==> config.mk <==
export PLATFORM = sky130hd
export DESIGN_NAME = wake_status_irq_logic
export DESIGN_NICKNAME = d
export VERILOG_FILES = /design/src/pkg/wake_status_pkg.sv /design/src/rtl/wake_status_irq_logic.sv /design/src/rtl/pin_sync.sv /design/src/rtl/key_debounce.sv
export SDC_FILE = /design/constraint.sdc
export NUM_CORES = 1
export LEC_CHECK = 0
export BUFFER_PORTS_ARGS = -buffer_cell sky130_fd_sc_hd__clkbuf_2
export CORE_AREA = 5 5 87 170
export DETAILED_ROUTE_END_ITERATION = 8
export DIE_AREA = 0 0 92 175
export PLACE_DENSITY_LB_ADDON = 0.25
export SYNTH_ARGS = -nofsm -noshare
export SYNTH_HDL_FRONTEND = slang
export SYNTH_SLANG_ARGS = --single-unit
export TNS_END_PERCENT = 10
==> constraint.sdc <==
create_clock -name REF_CLK -period 2 [get_ports REF_CLK]
set_input_delay 0.1 -clock REF_CLK [delete_from_list [all_inputs] [get_ports REF_CLK]]
set_output_delay 0.1 -clock REF_CLK [all_outputs]
set_load 0.005 [all_outputs]
==> src/pkg/wake_status_pkg.sv <==
// Purpose: shared constants for the wake, status and interrupt logic
// Assumes: REF_CLK at 100 MHz, synchronous active-high reset
// Notes: register map and wake timing
//
// Behaviour
// - key status bits read inverted: low key pin gives 1, high gives 0
// - active mode: key event clears and starts debounce; at 8195 ticks update, interrupt, stop
// - second event on same key before terminal count stops counter, no update
// - event on another key before terminal count clears and restarts counter
// - while debounce runs, external supply and clock-output enables forced to 1
// - pending key interrupt cleared by status read or clear-interrupt command
// - OFF: key low for minimum wake time drives host reset low, enables supplies
// - after key wake, core up and oscillator settled: set matching key bit, interrupt
// - host reset released only with external supply good and oscillator settled
// - clock output starts after supply above threshold and oscillator settled
// - OFF: button high for minimum time wakes; later sets wake flag with interrupt
// - active: button rising edge sets wake flag; interrupt only on 0 to 1
// - status read clears wake flag and its interrupt
// - while wake flag is 1, supply and clock-output enables held at 1
// - button low never enters OFF; unused button pin tied to ground by board
// - low-supply bit set when external supply falls below low threshold
// - low-supply bit cleared only after recovery and a status read
// - OFF: aux above lower threshold wakes; above upper sets aux flag, interrupt
// - active: aux rising edge above first supply margin sets aux flag, interrupt on 0 to 1
// - status read clears aux flag and its interrupt
// - eight status bits in one register at address 8
// - interrupt raised on wake flag, aux flag or key status event
// - clear-interrupt command drives interrupt output low
package wake_status_pkg;

    // ==========================================================
    // status register map
    localparam int KEY_COUNT = 5;
    localparam logic [4:0] STATUS_ADDR = 5'h08;
    localparam int KEY_STATUS_LSB = 0;
    localparam int WAKE_FLAG_BIT = 5;
    localparam int LOW_SUPPLY_BIT = 6;
    localparam int AUX_FLAG_BIT = 7;
    localparam logic [7:0] STATUS_RESET = 8'h00;
    localparam logic [4:0] KEY_IDLE = 5'h1f;

    // ==========================================================
    // timing
    localparam int CLK_PERIOD_NS = 10;
    localparam int DEBOUNCE_TICKS_DEF = 8195;
    localparam int DCLK_DIV_DEF = 4;
    localparam int MIN_WAKE_NS = 1000;
    localparam int MIN_WAKE_CYCLES = (MIN_WAKE_NS + CLK_PERIOD_NS - 1) / CLK_PERIOD_NS;
    localparam int WAKE_CNT_W = 8;

endpackage

==> src/rtl/wake_status_irq_logic.sv <==
// Purpose: wake sequencing, event status register and interrupt line
// Assumes: serial decoder gives one-cycle read and command pulses on REF_CLK
// Notes: comparator and pin inputs are synchronised; control bits are not
module wake_status_irq_logic import wake_status_pkg::*; #(
    parameter int DEBOUNCE_TICKS = DEBOUNCE_TICKS_DEF,
    parameter int DCLK_DIV = DCLK_DIV_DEF
) (
    input wire logic REF_CLK,
    input wire logic RST,
    input wire logic [KEY_COUNT-1:0] KEY_INPUT_N,
    input wire logic BUTTON_WAKE_PIN,
    input wire logic AUX_LOW_CMP,
    input wire logic AUX_HIGH_CMP,
    input wire logic AUX_ABOVE_SUPPLY_CMP,
    input wire logic EXT_SUPPLY_LOW_CMP,
    input wire logic EXT_SUPPLY_RECOVERED_CMP,
    input wire logic EXT_SUPPLY_CLK_OK_CMP,
    input wire logic EXT_SUPPLY_GOOD_CMP,
    input wire logic CORE_SUPPLY_UP_CMP,
    input wire logic OSC_SETTLED,
    input wire logic STATUS_READ,
    input wire logic CLEAR_IRQ_CMD,
    input wire logic OFF_CMD,
    input wire logic EXT_SUPPLY_ENABLE_SW,
    input wire logic CLK_ON_SW,
    output logic [7:0] STATUS_DATA,
    output logic IRQ,
    output logic HOST_RESET_N,
    output logic CORE_SUPPLY_EN,
    output logic EXT_SUPPLY_ENABLE_BIT,
    output logic CLK_ON_BIT,
    output logic CLK_OUT_EN,
    output logic OFF_MODE
);

    if (MIN_WAKE_CYCLES < 1 || MIN_WAKE_CYCLES > 255) begin : g_check
        $error("wake_status_irq_logic: minimum wake time does not fit its counter");
    end

    // ==========================================================
    // input synchronisation
    localparam int SYNC_W = KEY_COUNT + 10;

    logic [SYNC_W-1:0] pins_async;
    logic [SYNC_W-1:0] pins_sync;
    logic [KEY_COUNT-1:0] keys_n;
    logic button;
    logic aux_low;
    logic aux_high;
    logic aux_above;
    logic supply_low;
    logic supply_recovered;
    logic supply_clk_ok;
    logic supply_good;
    logic core_up;
    logic osc_ok;

    // gather every pin and comparator into one synchroniser
    assign pins_async = {OSC_SETTLED, CORE_SUPPLY_UP_CMP, EXT_SUPPLY_GOOD_CMP,
                         EXT_SUPPLY_CLK_OK_CMP, EXT_SUPPLY_RECOVERED_CMP, EXT_SUPPLY_LOW_CMP,
                         AUX_ABOVE_SUPPLY_CMP, AUX_HIGH_CMP, AUX_LOW_CMP, BUTTON_WAKE_PIN,
                         KEY_INPUT_N};

    pin_sync #(
        .WIDTH(SYNC_W),
        .INIT({10'h000, KEY_IDLE})
    ) u_sync (
        .clk(REF_CLK),
        .rst(RST),
        .async_in(pins_async),
        .sync_out(pins_sync)
    );

    // split the synchronised bundle back into named levels
    assign keys_n = pins_sync[KEY_COUNT-1:0];
    assign button = pins_sync[KEY_COUNT];
    assign aux_low = pins_sync[KEY_COUNT+1];
    assign aux_high = pins_sync[KEY_COUNT+2];
    assign aux_above = pins_sync[KEY_COUNT+3];
    assign supply_low = pins_sync[KEY_COUNT+4];
    assign supply_recovered = pins_sync[KEY_COUNT+5];
    assign supply_clk_ok = pins_sync[KEY_COUNT+6];
    assign supply_good = pins_sync[KEY_COUNT+7];
    assign core_up = pins_sync[KEY_COUNT+8];
    assign osc_ok = pins_sync[KEY_COUNT+9];

    // ==========================================================
    // power mode sequencing
    typedef enum logic [1:0] {
        ST_OFF,
        ST_WAKING,
        ST_ACTIVE
    } power_e;

    typedef enum logic [1:0] {
        CAUSE_NONE,
        CAUSE_KEY,
        CAUSE_BUTTON,
        CAUSE_AUX
    } cause_e;

    power_e state_reg, state_next;
    cause_e cause_reg, cause_next;
    logic [KEY_COUNT-1:0] wake_key_reg, wake_key_next;
    logic [WAKE_CNT_W-1:0] hold_reg, hold_next;
    logic armed_reg, armed_next;
    logic woke;
    logic hold_cond;
    logic active;

    // off mode wakes at once on aux low; keys and button need an edge, then a held level
    always_comb begin
        state_next = state_reg;
        cause_next = cause_reg;
        wake_key_next = wake_key_reg;
        hold_next = hold_reg;
        armed_next = armed_reg;
        woke = 1'b0;
        hold_cond = (keys_n != KEY_IDLE) || button;
        case (state_reg)
            ST_OFF: begin
                // edge needed: arm only once every key is high and button low
                if (!hold_cond) begin
                    armed_next = 1'b1;
                    hold_next = '0;
                end else if (armed_reg) begin
                    hold_next = hold_reg + 1'b1;
                end
                if (aux_low) begin
                    state_next = ST_WAKING;
                    cause_next = CAUSE_AUX;
                end else if (armed_reg && hold_cond && hold_reg == WAKE_CNT_W'(MIN_WAKE_CYCLES - 1)) begin
                    state_next = ST_WAKING;
                    cause_next = button ? CAUSE_BUTTON : CAUSE_KEY;
                    wake_key_next = ~keys_n;
                end
            end
            ST_WAKING: begin
                // digital logic comes alive once core supply and oscillator are up
                if (core_up && osc_ok) begin
                    state_next = ST_ACTIVE;
                    woke = 1'b1;
                end
            end
            ST_ACTIVE: begin
                // only the off command leaves; the button level never does
                if (OFF_CMD) begin
                    state_next = ST_OFF;
                    armed_next = 1'b0;
                    hold_next = '0;
                    cause_next = CAUSE_NONE;
                end
            end
            default: begin
                state_next = ST_OFF;
            end
        endcase
    end

    // register the mode state; reset lands in the active mode
    always_ff @(posedge REF_CLK) begin
        if (RST) begin
            state_reg <= ST_ACTIVE;
            cause_reg <= CAUSE_NONE;
            wake_key_reg <= 5'h00;
            hold_reg <= '0;
            armed_reg <= 1'b0;
        end else begin
            state_reg <= state_next;
            cause_reg <= cause_next;
            wake_key_reg <= wake_key_next;
            hold_reg <= hold_next;
            armed_reg <= armed_next;
        end
    end

    assign active = (state_reg == ST_ACTIVE);

    // ==========================================================
    // key debounce
    logic deb_running;
    logic deb_done;

    key_debounce #(
        .TICKS(DEBOUNCE_TICKS),
        .DIV(DCLK_DIV)
    ) u_debounce (
        .clk(REF_CLK),
        .rst(RST),
        .enable(active),
        .keys_n(keys_n),
        .running(deb_running),
        .done(deb_done)
    );

    // ==========================================================
    // status flags and interrupt causes
    logic [KEY_COUNT-1:0] key_status_reg, key_status_next;
    logic wake_flag_reg, wake_flag_next;
    logic low_flag_reg, low_flag_next;
    logic aux_flag_reg, aux_flag_next;
    logic low_read_reg, low_read_next;
    logic key_pend_reg, key_pend_next;
    logic wake_pend_reg, wake_pend_next;
    logic aux_pend_reg, aux_pend_next;
    logic button_prev_reg, aux_prev_reg;
    logic button_rise, aux_rise;
    logic wake_set, aux_set;

    // clears first, sets last, so an event in the read cycle survives
    always_comb begin
        button_rise = button && !button_prev_reg;
        aux_rise = aux_high && !aux_prev_reg;
        wake_set = (active && button_rise) || (woke && cause_reg == CAUSE_BUTTON);
        aux_set = (active && aux_rise && aux_above)
                  || (woke && cause_reg == CAUSE_AUX && aux_high);
        key_status_next = key_status_reg;
        wake_flag_next = wake_flag_reg;
        aux_flag_next = aux_flag_reg;
        low_flag_next = low_flag_reg;
        low_read_next = low_read_reg;
        key_pend_next = key_pend_reg;
        wake_pend_next = wake_pend_reg;
        aux_pend_next = aux_pend_reg;
        if (STATUS_READ) begin
            wake_flag_next = 1'b0;
            aux_flag_next = 1'b0;
            key_pend_next = 1'b0;
            wake_pend_next = 1'b0;
            aux_pend_next = 1'b0;
            low_read_next = low_flag_reg;
        end
        if (CLEAR_IRQ_CMD) begin
            key_pend_next = 1'b0;
            wake_pend_next = 1'b0;
            aux_pend_next = 1'b0;
        end
        // low supply needs both a read and recovery before it drops
        if (low_read_next && supply_recovered) begin
            low_flag_next = 1'b0;
            low_read_next = 1'b0;
        end
        if (supply_low) begin
            low_flag_next = 1'b1;
            low_read_next = 1'b0;
        end
        if (deb_done) begin
            key_status_next = ~keys_n;
            key_pend_next = 1'b1;
        end
        if (woke && cause_reg == CAUSE_KEY) begin
            key_status_next = key_status_reg | wake_key_reg;
            key_pend_next = 1'b1;
        end
        if (wake_set) begin
            wake_flag_next = 1'b1;
            if (!wake_flag_reg || STATUS_READ) begin
                wake_pend_next = 1'b1;
            end
        end
        if (aux_set) begin
            aux_flag_next = 1'b1;
            if (!aux_flag_reg || STATUS_READ) begin
                aux_pend_next = 1'b1;
            end
        end
    end

    // register status flags and pending causes
    always_ff @(posedge REF_CLK) begin
        if (RST) begin
            key_status_reg <= 5'h00;
            wake_flag_reg <= 1'b0;
            low_flag_reg <= 1'b0;
            aux_flag_reg <= 1'b0;
            low_read_reg <= 1'b0;
            key_pend_reg <= 1'b0;
            wake_pend_reg <= 1'b0;
            aux_pend_reg <= 1'b0;
            button_prev_reg <= 1'b0;
            aux_prev_reg <= 1'b0;
        end else begin
            key_status_reg <= key_status_next;
            wake_flag_reg <= wake_flag_next;
            low_flag_reg <= low_flag_next;
            aux_flag_reg <= aux_flag_next;
            low_read_reg <= low_read_next;
            key_pend_reg <= key_pend_next;
            wake_pend_reg <= wake_pend_next;
            aux_pend_reg <= aux_pend_next;
            button_prev_reg <= button;
            aux_prev_reg <= aux_high;
        end
    end

    // ==========================================================
    // outputs, all straight from flip-flops
    logic [7:0] status_next;
    logic irq_next;
    logic reset_n_next;
    logic core_en_next;
    logic ext_en_next;
    logic clk_on_next;
    logic clk_out_next;
    logic off_next;

    // wake flag and mode terms follow the next state without lag; the debounce term uses the registered deb_running
    always_comb begin
        status_next = STATUS_RESET;
        status_next[KEY_STATUS_LSB +: KEY_COUNT] = key_status_next;
        status_next[WAKE_FLAG_BIT] = wake_flag_next;
        status_next[LOW_SUPPLY_BIT] = low_flag_next;
        status_next[AUX_FLAG_BIT] = aux_flag_next;
        irq_next = key_pend_next || wake_pend_next || aux_pend_next;
        reset_n_next = (state_next != ST_OFF) && (state_next != ST_WAKING || woke)
                       && supply_good && osc_ok;
        core_en_next = (state_next != ST_OFF);
        ext_en_next = EXT_SUPPLY_ENABLE_SW || deb_running
                      || wake_flag_next
                      || state_next == ST_WAKING;
        clk_on_next = CLK_ON_SW || deb_running || wake_flag_next;
        // gated asynchronously downstream, so the first clock may be short
        clk_out_next = clk_on_next && supply_clk_ok && osc_ok && state_next != ST_OFF;
        off_next = (state_next == ST_OFF);
    end

    // output flip-flops
    always_ff @(posedge REF_CLK) begin
        if (RST) begin
            STATUS_DATA <= STATUS_RESET;
            IRQ <= 1'b0;
            HOST_RESET_N <= 1'b0;
            CORE_SUPPLY_EN <= 1'b0;
            EXT_SUPPLY_ENABLE_BIT <= 1'b0;
            CLK_ON_BIT <= 1'b0;
            CLK_OUT_EN <= 1'b0;
            OFF_MODE <= 1'b0;
        end else begin
            STATUS_DATA <= status_next;
            IRQ <= irq_next;
            HOST_RESET_N <= reset_n_next;
            CORE_SUPPLY_EN <= core_en_next;
            EXT_SUPPLY_ENABLE_BIT <= ext_en_next;
            CLK_ON_BIT <= clk_on_next;
            CLK_OUT_EN <= clk_out_next;
            OFF_MODE <= off_next;
        end
    end

endmodule

==> src/rtl/pin_sync.sv <==
// Purpose: two-stage synchroniser for pins and comparator outputs
// Assumes: inputs asynchronous to clk
// Notes: first stage feeds only the second stage
module pin_sync import wake_status_pkg::*; #(
    parameter int WIDTH = 1,
    parameter logic [WIDTH-1:0] INIT = '0
) (
    input wire logic clk,
    input wire logic rst,
    input wire logic [WIDTH-1:0] async_in,
    output logic [WIDTH-1:0] sync_out
);

    logic [WIDTH-1:0] meta_reg;
    logic [WIDTH-1:0] meta_next;
    logic [WIDTH-1:0] sync_next;

    // next values of both stages
    always_comb begin
        meta_next = async_in;
        sync_next = meta_reg;
    end

    // register stages, reset to the idle pin level
    always_ff @(posedge clk) begin
        if (rst) begin
            meta_reg <= INIT;
            sync_out <= INIT;
        end else begin
            meta_reg <= meta_next;
            sync_out <= sync_next;
        end
    end

endmodule

==> src/rtl/key_debounce.sv <==
// Purpose: shared debounce counter for the five key inputs
// Assumes: keys already synchronised, active low
// Notes: counts slow ticks from an internal divider of the clock
module key_debounce import wake_status_pkg::*; #(
    parameter int TICKS = DEBOUNCE_TICKS_DEF,
    parameter int DIV = DCLK_DIV_DEF
) (
    input wire logic clk,
    input wire logic rst,
    input wire logic enable,
    input wire logic [KEY_COUNT-1:0] keys_n,
    output logic running,
    output logic done
);

    if (TICKS < 2 || TICKS > 16383 || DIV < 1 || DIV > 255) begin : g_check
        $error("key_debounce: TICKS or DIV out of range");
    end

    logic [7:0] div_reg, div_next;
    logic [13:0] cnt_reg, cnt_next;
    logic [KEY_COUNT-1:0] prev_reg, prev_next, last_reg, last_next;
    logic run_next, done_next, tick;
    logic [KEY_COUNT-1:0] ev;

    // any change on a key pin is an event; edges tracked even when idle
    always_comb begin
        tick = (div_reg == 8'(DIV - 1));
        div_next = tick ? 8'h00 : div_reg + 8'h01;
        ev = keys_n ^ prev_reg;
        prev_next = keys_n;
        cnt_next = cnt_reg;
        run_next = running;
        last_next = last_reg;
        done_next = 1'b0;
        if (!enable) begin
            run_next = 1'b0;
        end else if (ev != 5'h00) begin
            if (running && ev == last_reg) begin
                run_next = 1'b0;
            end else begin
                run_next = 1'b1;
                cnt_next = 14'h0000;
                last_next = ev;
            end
        end else if (running && tick) begin
            if (cnt_reg == 14'(TICKS - 1)) begin
                run_next = 1'b0;
                done_next = 1'b1;
            end else begin
                cnt_next = cnt_reg + 14'h0001;
            end
        end
    end

    // register the counter state
    always_ff @(posedge clk) begin
        if (rst) begin
            div_reg <= 8'h00;
            cnt_reg <= 14'h0000;
            prev_reg <= KEY_IDLE;
            last_reg <= 5'h00;
            running <= 1'b0;
            done <= 1'b0;
        end else begin
            div_reg <= div_next;
            cnt_reg <= cnt_next;
            prev_reg <= prev_next;
            last_reg <= last_next;
            running <= run_next;
            done <= done_next;
        end
    end

endmodule

==> impl_metrics.csv, run 1 <==
group,metric,value,unit
critical_path,cp_top_family,"simple AND/OR/NAND/NOR gates",
pwr,p_sw,1140,uW
grt,gr-max-usage-layer,"met2",
finish,area_delta_synth_final,27.0,%
sta,setup_viol,11,
synth,yosys.area.top_type,"dfxtp_1",
critical_path,endpoint,"u_debounce.cnt_reg[0]",
grt,met3_usage,2.54,%
floorplan,io_pins,37,
critical_path,cp_slowest_cell,"or4b_4",
sta,post-route-period-util,104,%
worst_hold_path,min_path_type,"primary input to flop",
sta,setup_ws,-0.0775,ns
clock_network,cts_sinks,103,
synth,ys_types,57,
critical_path,r2r-start,"u_debounce.div_reg[1]",
floorplan,fp.dieW,92,um
floorplan,start_util,32.3,%
flow_run,cap_violations,0,
grt,gr-usage-met1,12.6,%
sta,clock_skew,0.00772,ns
sta,max_freq,481,MHz
detailed_routing,drt_wl_total,9.74,mm
pwr,pwr-share-comb,12.1,%
grt,grt_max_degree,61,
finish,fillers,1346,
synth,syn_nets,465,
detailed_routing,wl_per_cell,14.3,um
clock_network,path_clk_slew,0.07,ns
pwr,total_power,4530,uW
grt,grt_usage,12.6,%
grt,grt_pass1_wl,16.2,mm
sta,worstMarginPinSlew,0.477,ns
sta,period_minus_slack,2.08,ns
sta,timing.slew.headroom,68.1,%
detailed_routing,ant_nets,0,
synth,synthCells,439,
synth,yosys-top-cells-area,"dfxtp_1 (48%), mux2i_1 (4.6%), nand3_1 (3.8%), nor2_1 (3.5%), nor2b_1 (3.5%)",
critical_path,cp-startpoint,"u_debounce.div_reg[1]",
critical_path,rr_worst_depth,7,
critical_path,arrival,2.35,ns
detailed_routing,vias_per_cell,4.93,
critical_path,slowest_delay,0.47,ns
pwr,power_density,827,nW/um^2
run_status,status,"finished with violations",
sta,rsz0062_at_grt,"true",
place,dpl.hpwl,7.23,mm
pwr,p_clk_share,40.3,%
synth,synth_edf_count,0,
synth,syn-cell-area,4310,sq um
critical_path,cp_num_cells,7,
finish,final_util,41.0,%
finish,nNetsFinal,546,
floorplan,rows,60,
place,routabilityCongestion,0.786,
critical_path,cp_max_fo,5,
critical_path,r2r-end,"u_debounce.cnt_reg[0]",
critical_path,worst_setup_path_end_kind,"flop",
grt,grt_pass1_vias,3437,
synth,async_flop_share,0,%
synth,yosysSeqAreaShare,47.8,%
critical_path,cp-start-kind,"flop",
floorplan,die_h,175,um
clock_network,cts_htree_levels,3,
floorplan,fp.dieArea,16100,sq um
grt,use_met2,24.1,%
clock_network,cts_buffer_depth,2,
clock_network,insertion_delay,0.35,ns
synth,yosys.area.top_type_share,47.8,%
pwr,vdd_ir_drop_max,0.642,mV
clock_network,numCtsBuffers,9,
synth,synthFlopType,"dfxtp_1",
critical_path,crit_type,"flop to flop",
finish,diodes,0,
place,placed_cell_area,4940,sq um
floorplan,core-area,13400,sq um
place,port_buffers,36,
pwr,seq_power_share,47.6,%
detailed_routing,first_iter_violations,165,
detailed_routing,route.detailed.drc,0,
sta,hold_viol,0,
clock_network,cts_root_buf,"clkbuf_16",
synth,ys_ff_latch,103,
pwr,internal_power,3390,uW
synth,avgSynthCellArea,9.82,sq um
sta,slew_violations,0,
finish,final_area,5470,sq um
run_status,violations,"setup timing",
critical_path,cp_cell_sequence,"ha_4, or4b_4, nor4_4, nand4bb_4, buf_6, a21oi_2, mux2i_1",
critical_path,critical_path_required,2.27,ns
grt,grt_antenna_before_repair,0,
finish,drive_gt1_share,25.3,%
detailed_routing,vias,3351,
synth,ys_warn_count,0,
clock_network,cts_tree,"built",
critical_path,rrSetupSlack,-0.08,ns
grt,grt_overflow,0,
detailed_routing,dr.pass1.iters,4,
worst_hold_path,min_from,"OFF_CMD",
critical_path,crit_buf_inv,1,
pwr,p_sw_share,25.2,%
pwr,leakage,0.00216,uW
## cells by family after synthesis
kind of cell    Yosys count  share of synthesized area (%)
compound gates           64                           11.5
mux                      20                           4.64
flops                   103                           47.8
fa+ha+maj                 4                           1.16
xor+xnor                 20                           5.66
buf+inv                  38                           3.92
simple gates            190                           25.3
## synth_stat cells (2+ instances only)
master / count
a21boi_1: 2
and3_1: 5
buf_4: 4
a2111oi_4: 2
a21oi_1: 19
xnor3_1: 5
ha_1: 4
nand2b_1: 5
nor2_1: 40
clkbuf_1: 16
and4b_1: 3
nand4_1: 4
nand3b_1: 14
nor4b_1: 2
a211oi_1: 7
nand2_1: 20
nor4_1: 3
a32oi_1: 2
buf_2: 3
a221oi_1: 5
mux2i_1: 20
dfxtp_1: 103
inv_1: 14
and4_1: 2
or2_2: 16
and2_1: 3
or4_1: 2
o21ai_1: 2
a21o_1: 3
nor3_1: 5
xor2_1: 14
nor2b_1: 24
a31oi_1: 3
o21ai_0: 8
nand3_1: 33
## routing by layer
| layer | wire (um) | up-vias |
|---|---|---|
| li1 | - | 1687 |
| met1 | 3680 | 1586 |
| met2 | 5420 | 58 |
| met3 | 319 | 20 |
| met4 | 327 | 0 |
| met5 | 0 | - |
## cell type report
class / instances / area, sq um / share of cell area (%)
timing repair buffer: 94 / 717 / 13.1
sequential: 103 / 2070 / 37.7
clock inverter: 7 / 85.1 / 1.55
multi-input combinational: 298 / 2130 / 39.0
clock buffer: 9 / 225 / 4.11
inverter: 14 / 52.6 / 0.960
tap: 155 / 194 / 3.54
## power by group through the flow
stage / logic, uW / registers (uW) / clock network, uW
floorplan: 315 / 2200 / 0
global placement: 508 / 2200 / 0
detailed placement: 518 / 2200 / 0
CTS: 552 / 2160 / 1870
global route: 600 / 2160 / 1960
finish: 549 / 2160 / 1820
## layout by cell type (no fill, tap or decap), types with 7 or more instances in the layout
| cell | Yosys | layout |
|---|---|---|
| dfxtp_1 | 103 | 100 |
| nor2_1 | 40 | 40 |
| clkbuf_2 | 0 | 36 |
| buf_4 | 4 | 35 |
| nand3_1 | 33 | 33 |
| nor2b_1 | 24 | 24 |
| mux2i_1 | 20 | 20 |
| nand2_1 | 20 | 20 |
| a21oi_1 | 19 | 16 |
| or2_2 | 16 | 16 |
| dlygate4sd3_1 | 0 | 16 |
| inv_1 | 14 | 14 |
| nand3b_1 | 14 | 14 |
| xor2_1 | 14 | 14 |
| clkbuf_16 | 0 | 9 |
| o21ai_0 | 8 | 8 |
| a211oi_1 | 7 | 7 |
## tightest hold or removal path, cell delays in order
cell,delay [ns]
clkbuf_2,0.10
nand2_1,0.06
nand3_1,0.08
a21oi_1,0.06
## stage by stage
step / setup WS [ns] / setup TNS (ns) / hold slack [ns] / cells
2_1_floorplan: -0.0586 / -0.429 / 0.204 / 439
3_3_place_gp: -0.128 / -1.29 / 0.283 / 647
3_5_place_dp: -0.153 / -1.79 / 0.289 / 647
4_1_cts: -0.0853 / -0.694 / 0.105 / 680
5_1_grt: -0.175 / -2.30 / 0.125 / 680
6_report: -0.0775 / -0.501 / 0.103 / 680
## worst min path at each step
| stage | to | depth (start not counted) |
|---|---|---|
| 5_1_grt | cause_reg[0] | 4 |
| 6_report | cause_reg[0] | 4 |
| 2_1_floorplan | u_sync.meta_reg[0] | 1 |
| 3_3_place_gp | u_sync.meta_reg[3] | 2 |
| 4_1_cts | cause_reg[0] | 4 |
| 3_5_place_dp | u_sync.meta_reg[3] | 2 |
## timing repair
item                                    4_1_cts  5_1_grt
endpoints found under the setup margin       19       26
hold endpoints to repair                     16        0
pin swaps                                     5        3
hold buffers                                 16        0
setup buffers                                 1        0
resized for setup                             8        4
Note: power is estimated with default switching activity, not from simulation.
==> inputs of run 2 (changes only) <==
- BUFFER_PORTS_ARGS: -buffer_cell sky130_fd_sc_hd__clkbuf_2 -> unset
- DONT_BUFFER_PORTS: unset -> 1
==> run 2 against run 1 <==
The flow still finishes with violations (setup timing). Count of clock-buffer cells in the layout unchanged. Non-clock buffer count down 21. Clock skew up 0.0027 ns. Register-to-register slack about the same. Combinational power down 5.8%. Via count down 3.3%. Critical endpoint is now u_debounce.cnt_reg[1].
==> impl_metrics.csv, run 2 (synthesis results as in run 1) <==
group,metric,value,unit
critical_path,arrival,2.36,ns
clock_network,cts_sinks,103,
finish,nNetsFinal,525,
sta,rsz0062_at_grt,"true",
pwr,power_density,818,nW/um^2
sta,slew_violations,0,
floorplan,start_util,32.3,%
sta,timing.slew.headroom,70.4,%
floorplan,core-area,13400,sq um
critical_path,critical_path_required,2.28,ns
floorplan,fp.dieW,92,um
pwr,vdd_ir_drop_max,0.540,mV
detailed_routing,drt_wl_total,9.51,mm
clock_network,cts_tree,"built",
grt,gr-usage-met1,12.6,%
critical_path,cp-start-kind,"flop",
worst_hold_path,holdPathStages,2,
place,port_buffers,0,
finish,instances_no_fill,659,
critical_path,cp_max_fo,8,
finish,mostFrequentLayoutCells,"dfxtp_1 (98), buf_4 (50), nor2_1 (40)",
critical_path,cp_cell_sequence,"ha_4, or4b_4, nor4_4, nand4bb_4, buf_4, a21oi_2, mux2i_1",
grt,grt_antenna_before_repair,0,
clock_network,cts_buffer_depth,2,
pwr,leakage,0.00206,uW
finish,final_common_cell,"dfxtp_1",
critical_path,cp_slowest_cell,"or4b_4",
floorplan,rows,60,
run_status,violations,"setup timing",
detailed_routing,wl_per_cell,14.4,um
worst_hold_path,min_path_type,"primary input to flop",
pwr,total_power,4380,uW
run_status,status,"finished with violations",
sta,setup_viol,13,
grt,grt_overflow,0,
detailed_routing,ant_nets,0,
grt,grt_max_degree,71,
grt,use_met2,23.7,%
floorplan,fp.dieArea,16100,sq um
clock_network,path_clk_slew,0.07,ns
sta,setup_ws,-0.0854,ns
detailed_routing,first_iter_violations,107,
clock_network,cts_htree_levels,3,
finish,area_delta_synth_final,24.3,%
finish,final_area,5360,sq um
clock_network,numCtsBuffers,9,
place,dp.cells,621,
place,dpl.hpwl,6.93,mm
finish,diodes,0,
detailed_routing,dr.pass1.iters,4,
sta,worstMarginPinSlew,0.444,ns
sta,clock_skew,0.0104,ns
sta,hold_viol,0,
sta,period_minus_slack,2.09,ns
detailed_routing,vias,3242,
finish,drive_gt1_share,21.0,%
grt,grt_usage,12.3,%
place,preCtsSetupSlack,-0.197,ns
sta,tns,-0.906,ns
grt,grt_pass1_vias,3233,
grt,met3_usage,2.84,%
floorplan,io_pins,37,
critical_path,worst_setup_path_end_kind,"flop",
place,placed_cell_area,4810,sq um
floorplan,die_h,175,um
finish,fillers,1355,
critical_path,crit_type,"flop to flop",
clock_network,cts_root_buf,"clkbuf_16",
sta,post-route-period-util,104,%
grt,gr-max-usage-layer,"met2",
detailed_routing,vias_per_cell,4.92,
critical_path,rr_worst_depth,7,
clock_network,insertion_delay,0.35,ns
flow_run,cap_violations,0,
critical_path,slowest_delay,0.46,ns
sta,max_freq,480,MHz
grt,grt_pass1_wl,15.8,mm
place,routabilityCongestion,0.774,
detailed_routing,route.detailed.drc,0,
==> run 2: cell types whose count changed in the layout (fill, tap and decap cells not counted), moves of 2 or more <==
cell	delta
dlygate4sd3_1	+3
a21oi_2	-2
dfxtp_1	-2
dfxtp_2	+2
buf_12	-2
a21boi_1	+2
buf_6	-2
clkbuf_2	-36
buf_4	+15
a21boi_2	-2
a21oi_1	+3
==> run 2: metrics by stage <==
stage                     hold slack [ns]  utilization, %
after floorplan                     0.204               -
after global placement              0.191            36.0
after detailed placement            0.188            36.0
after CTS                          0.0230            39.9
after global routing               0.0434            40.1
final                              0.0299            40.1
==> run 2: worst paths after layout <==
path / from / to / slack (ns)
hold / removal: RST / u_debounce.div_reg[0] / 0.03
hold reg to reg: u_sync.meta_reg[2] / u_sync.sync_out[2] / 0.41
setup / recovery: u_debounce.div_reg[1] / u_debounce.cnt_reg[1] / -0.09
setup reg to reg: u_debounce.div_reg[1] / u_debounce.cnt_reg[1] / -0.09
==> run 2: power breakdown <==
part           switching (uW)  internal, uW  total (uW)
Clock                     834           874        1710
Combinational             258           259         517
Sequential               39.5          2120        2160
Total                    1130          3250        4380
==> run 2: final cells by class <==
cell class                      instances  area [sq um]  area share (%)
Inverter                               14          52.6           0.981
Clock inverter                          7          65.1            1.21
Tap cell                              155           194            3.62
Sequential cell                       103          2070            38.6
Clock buffer                            9           225            4.20
Multi-Input combinational cell        298          2110            39.3
Timing Repair Buffer                   73           644            12.0
==> run 2: repair_timing <==
action | in CTS | in global routing
setup endpoints to repair | 14 | 24
buffers inserted | 2 | 0
cloned | 0 | 0
gates resized for setup | 0 | 6
endpoints found under the hold margin | 70 | 0
hold buffers | 20 | 0
pin swaps | 2 | 2
==> run 2: critical path: cells and delay by family (launching register included) <==
| kind | cells | cell delay, ns |
|---|---|---|
| simple gates | 3 | 0.94 |
| flops | 1 | 0.35 |
| buf+inv | 1 | 0.21 |
| compound gates | 1 | 0.19 |
| mux | 1 | 0.19 |
| fa+ha+maj | 1 | 0.13 |
==> run 2: per-layer routing <==
metal / routed length (um) / vias up
met5: 0 / -
met3: 324 / 11
met1: 3630 / 1543
met2: 5370 / 40
li1: - / 1648
met4: 191 / 0
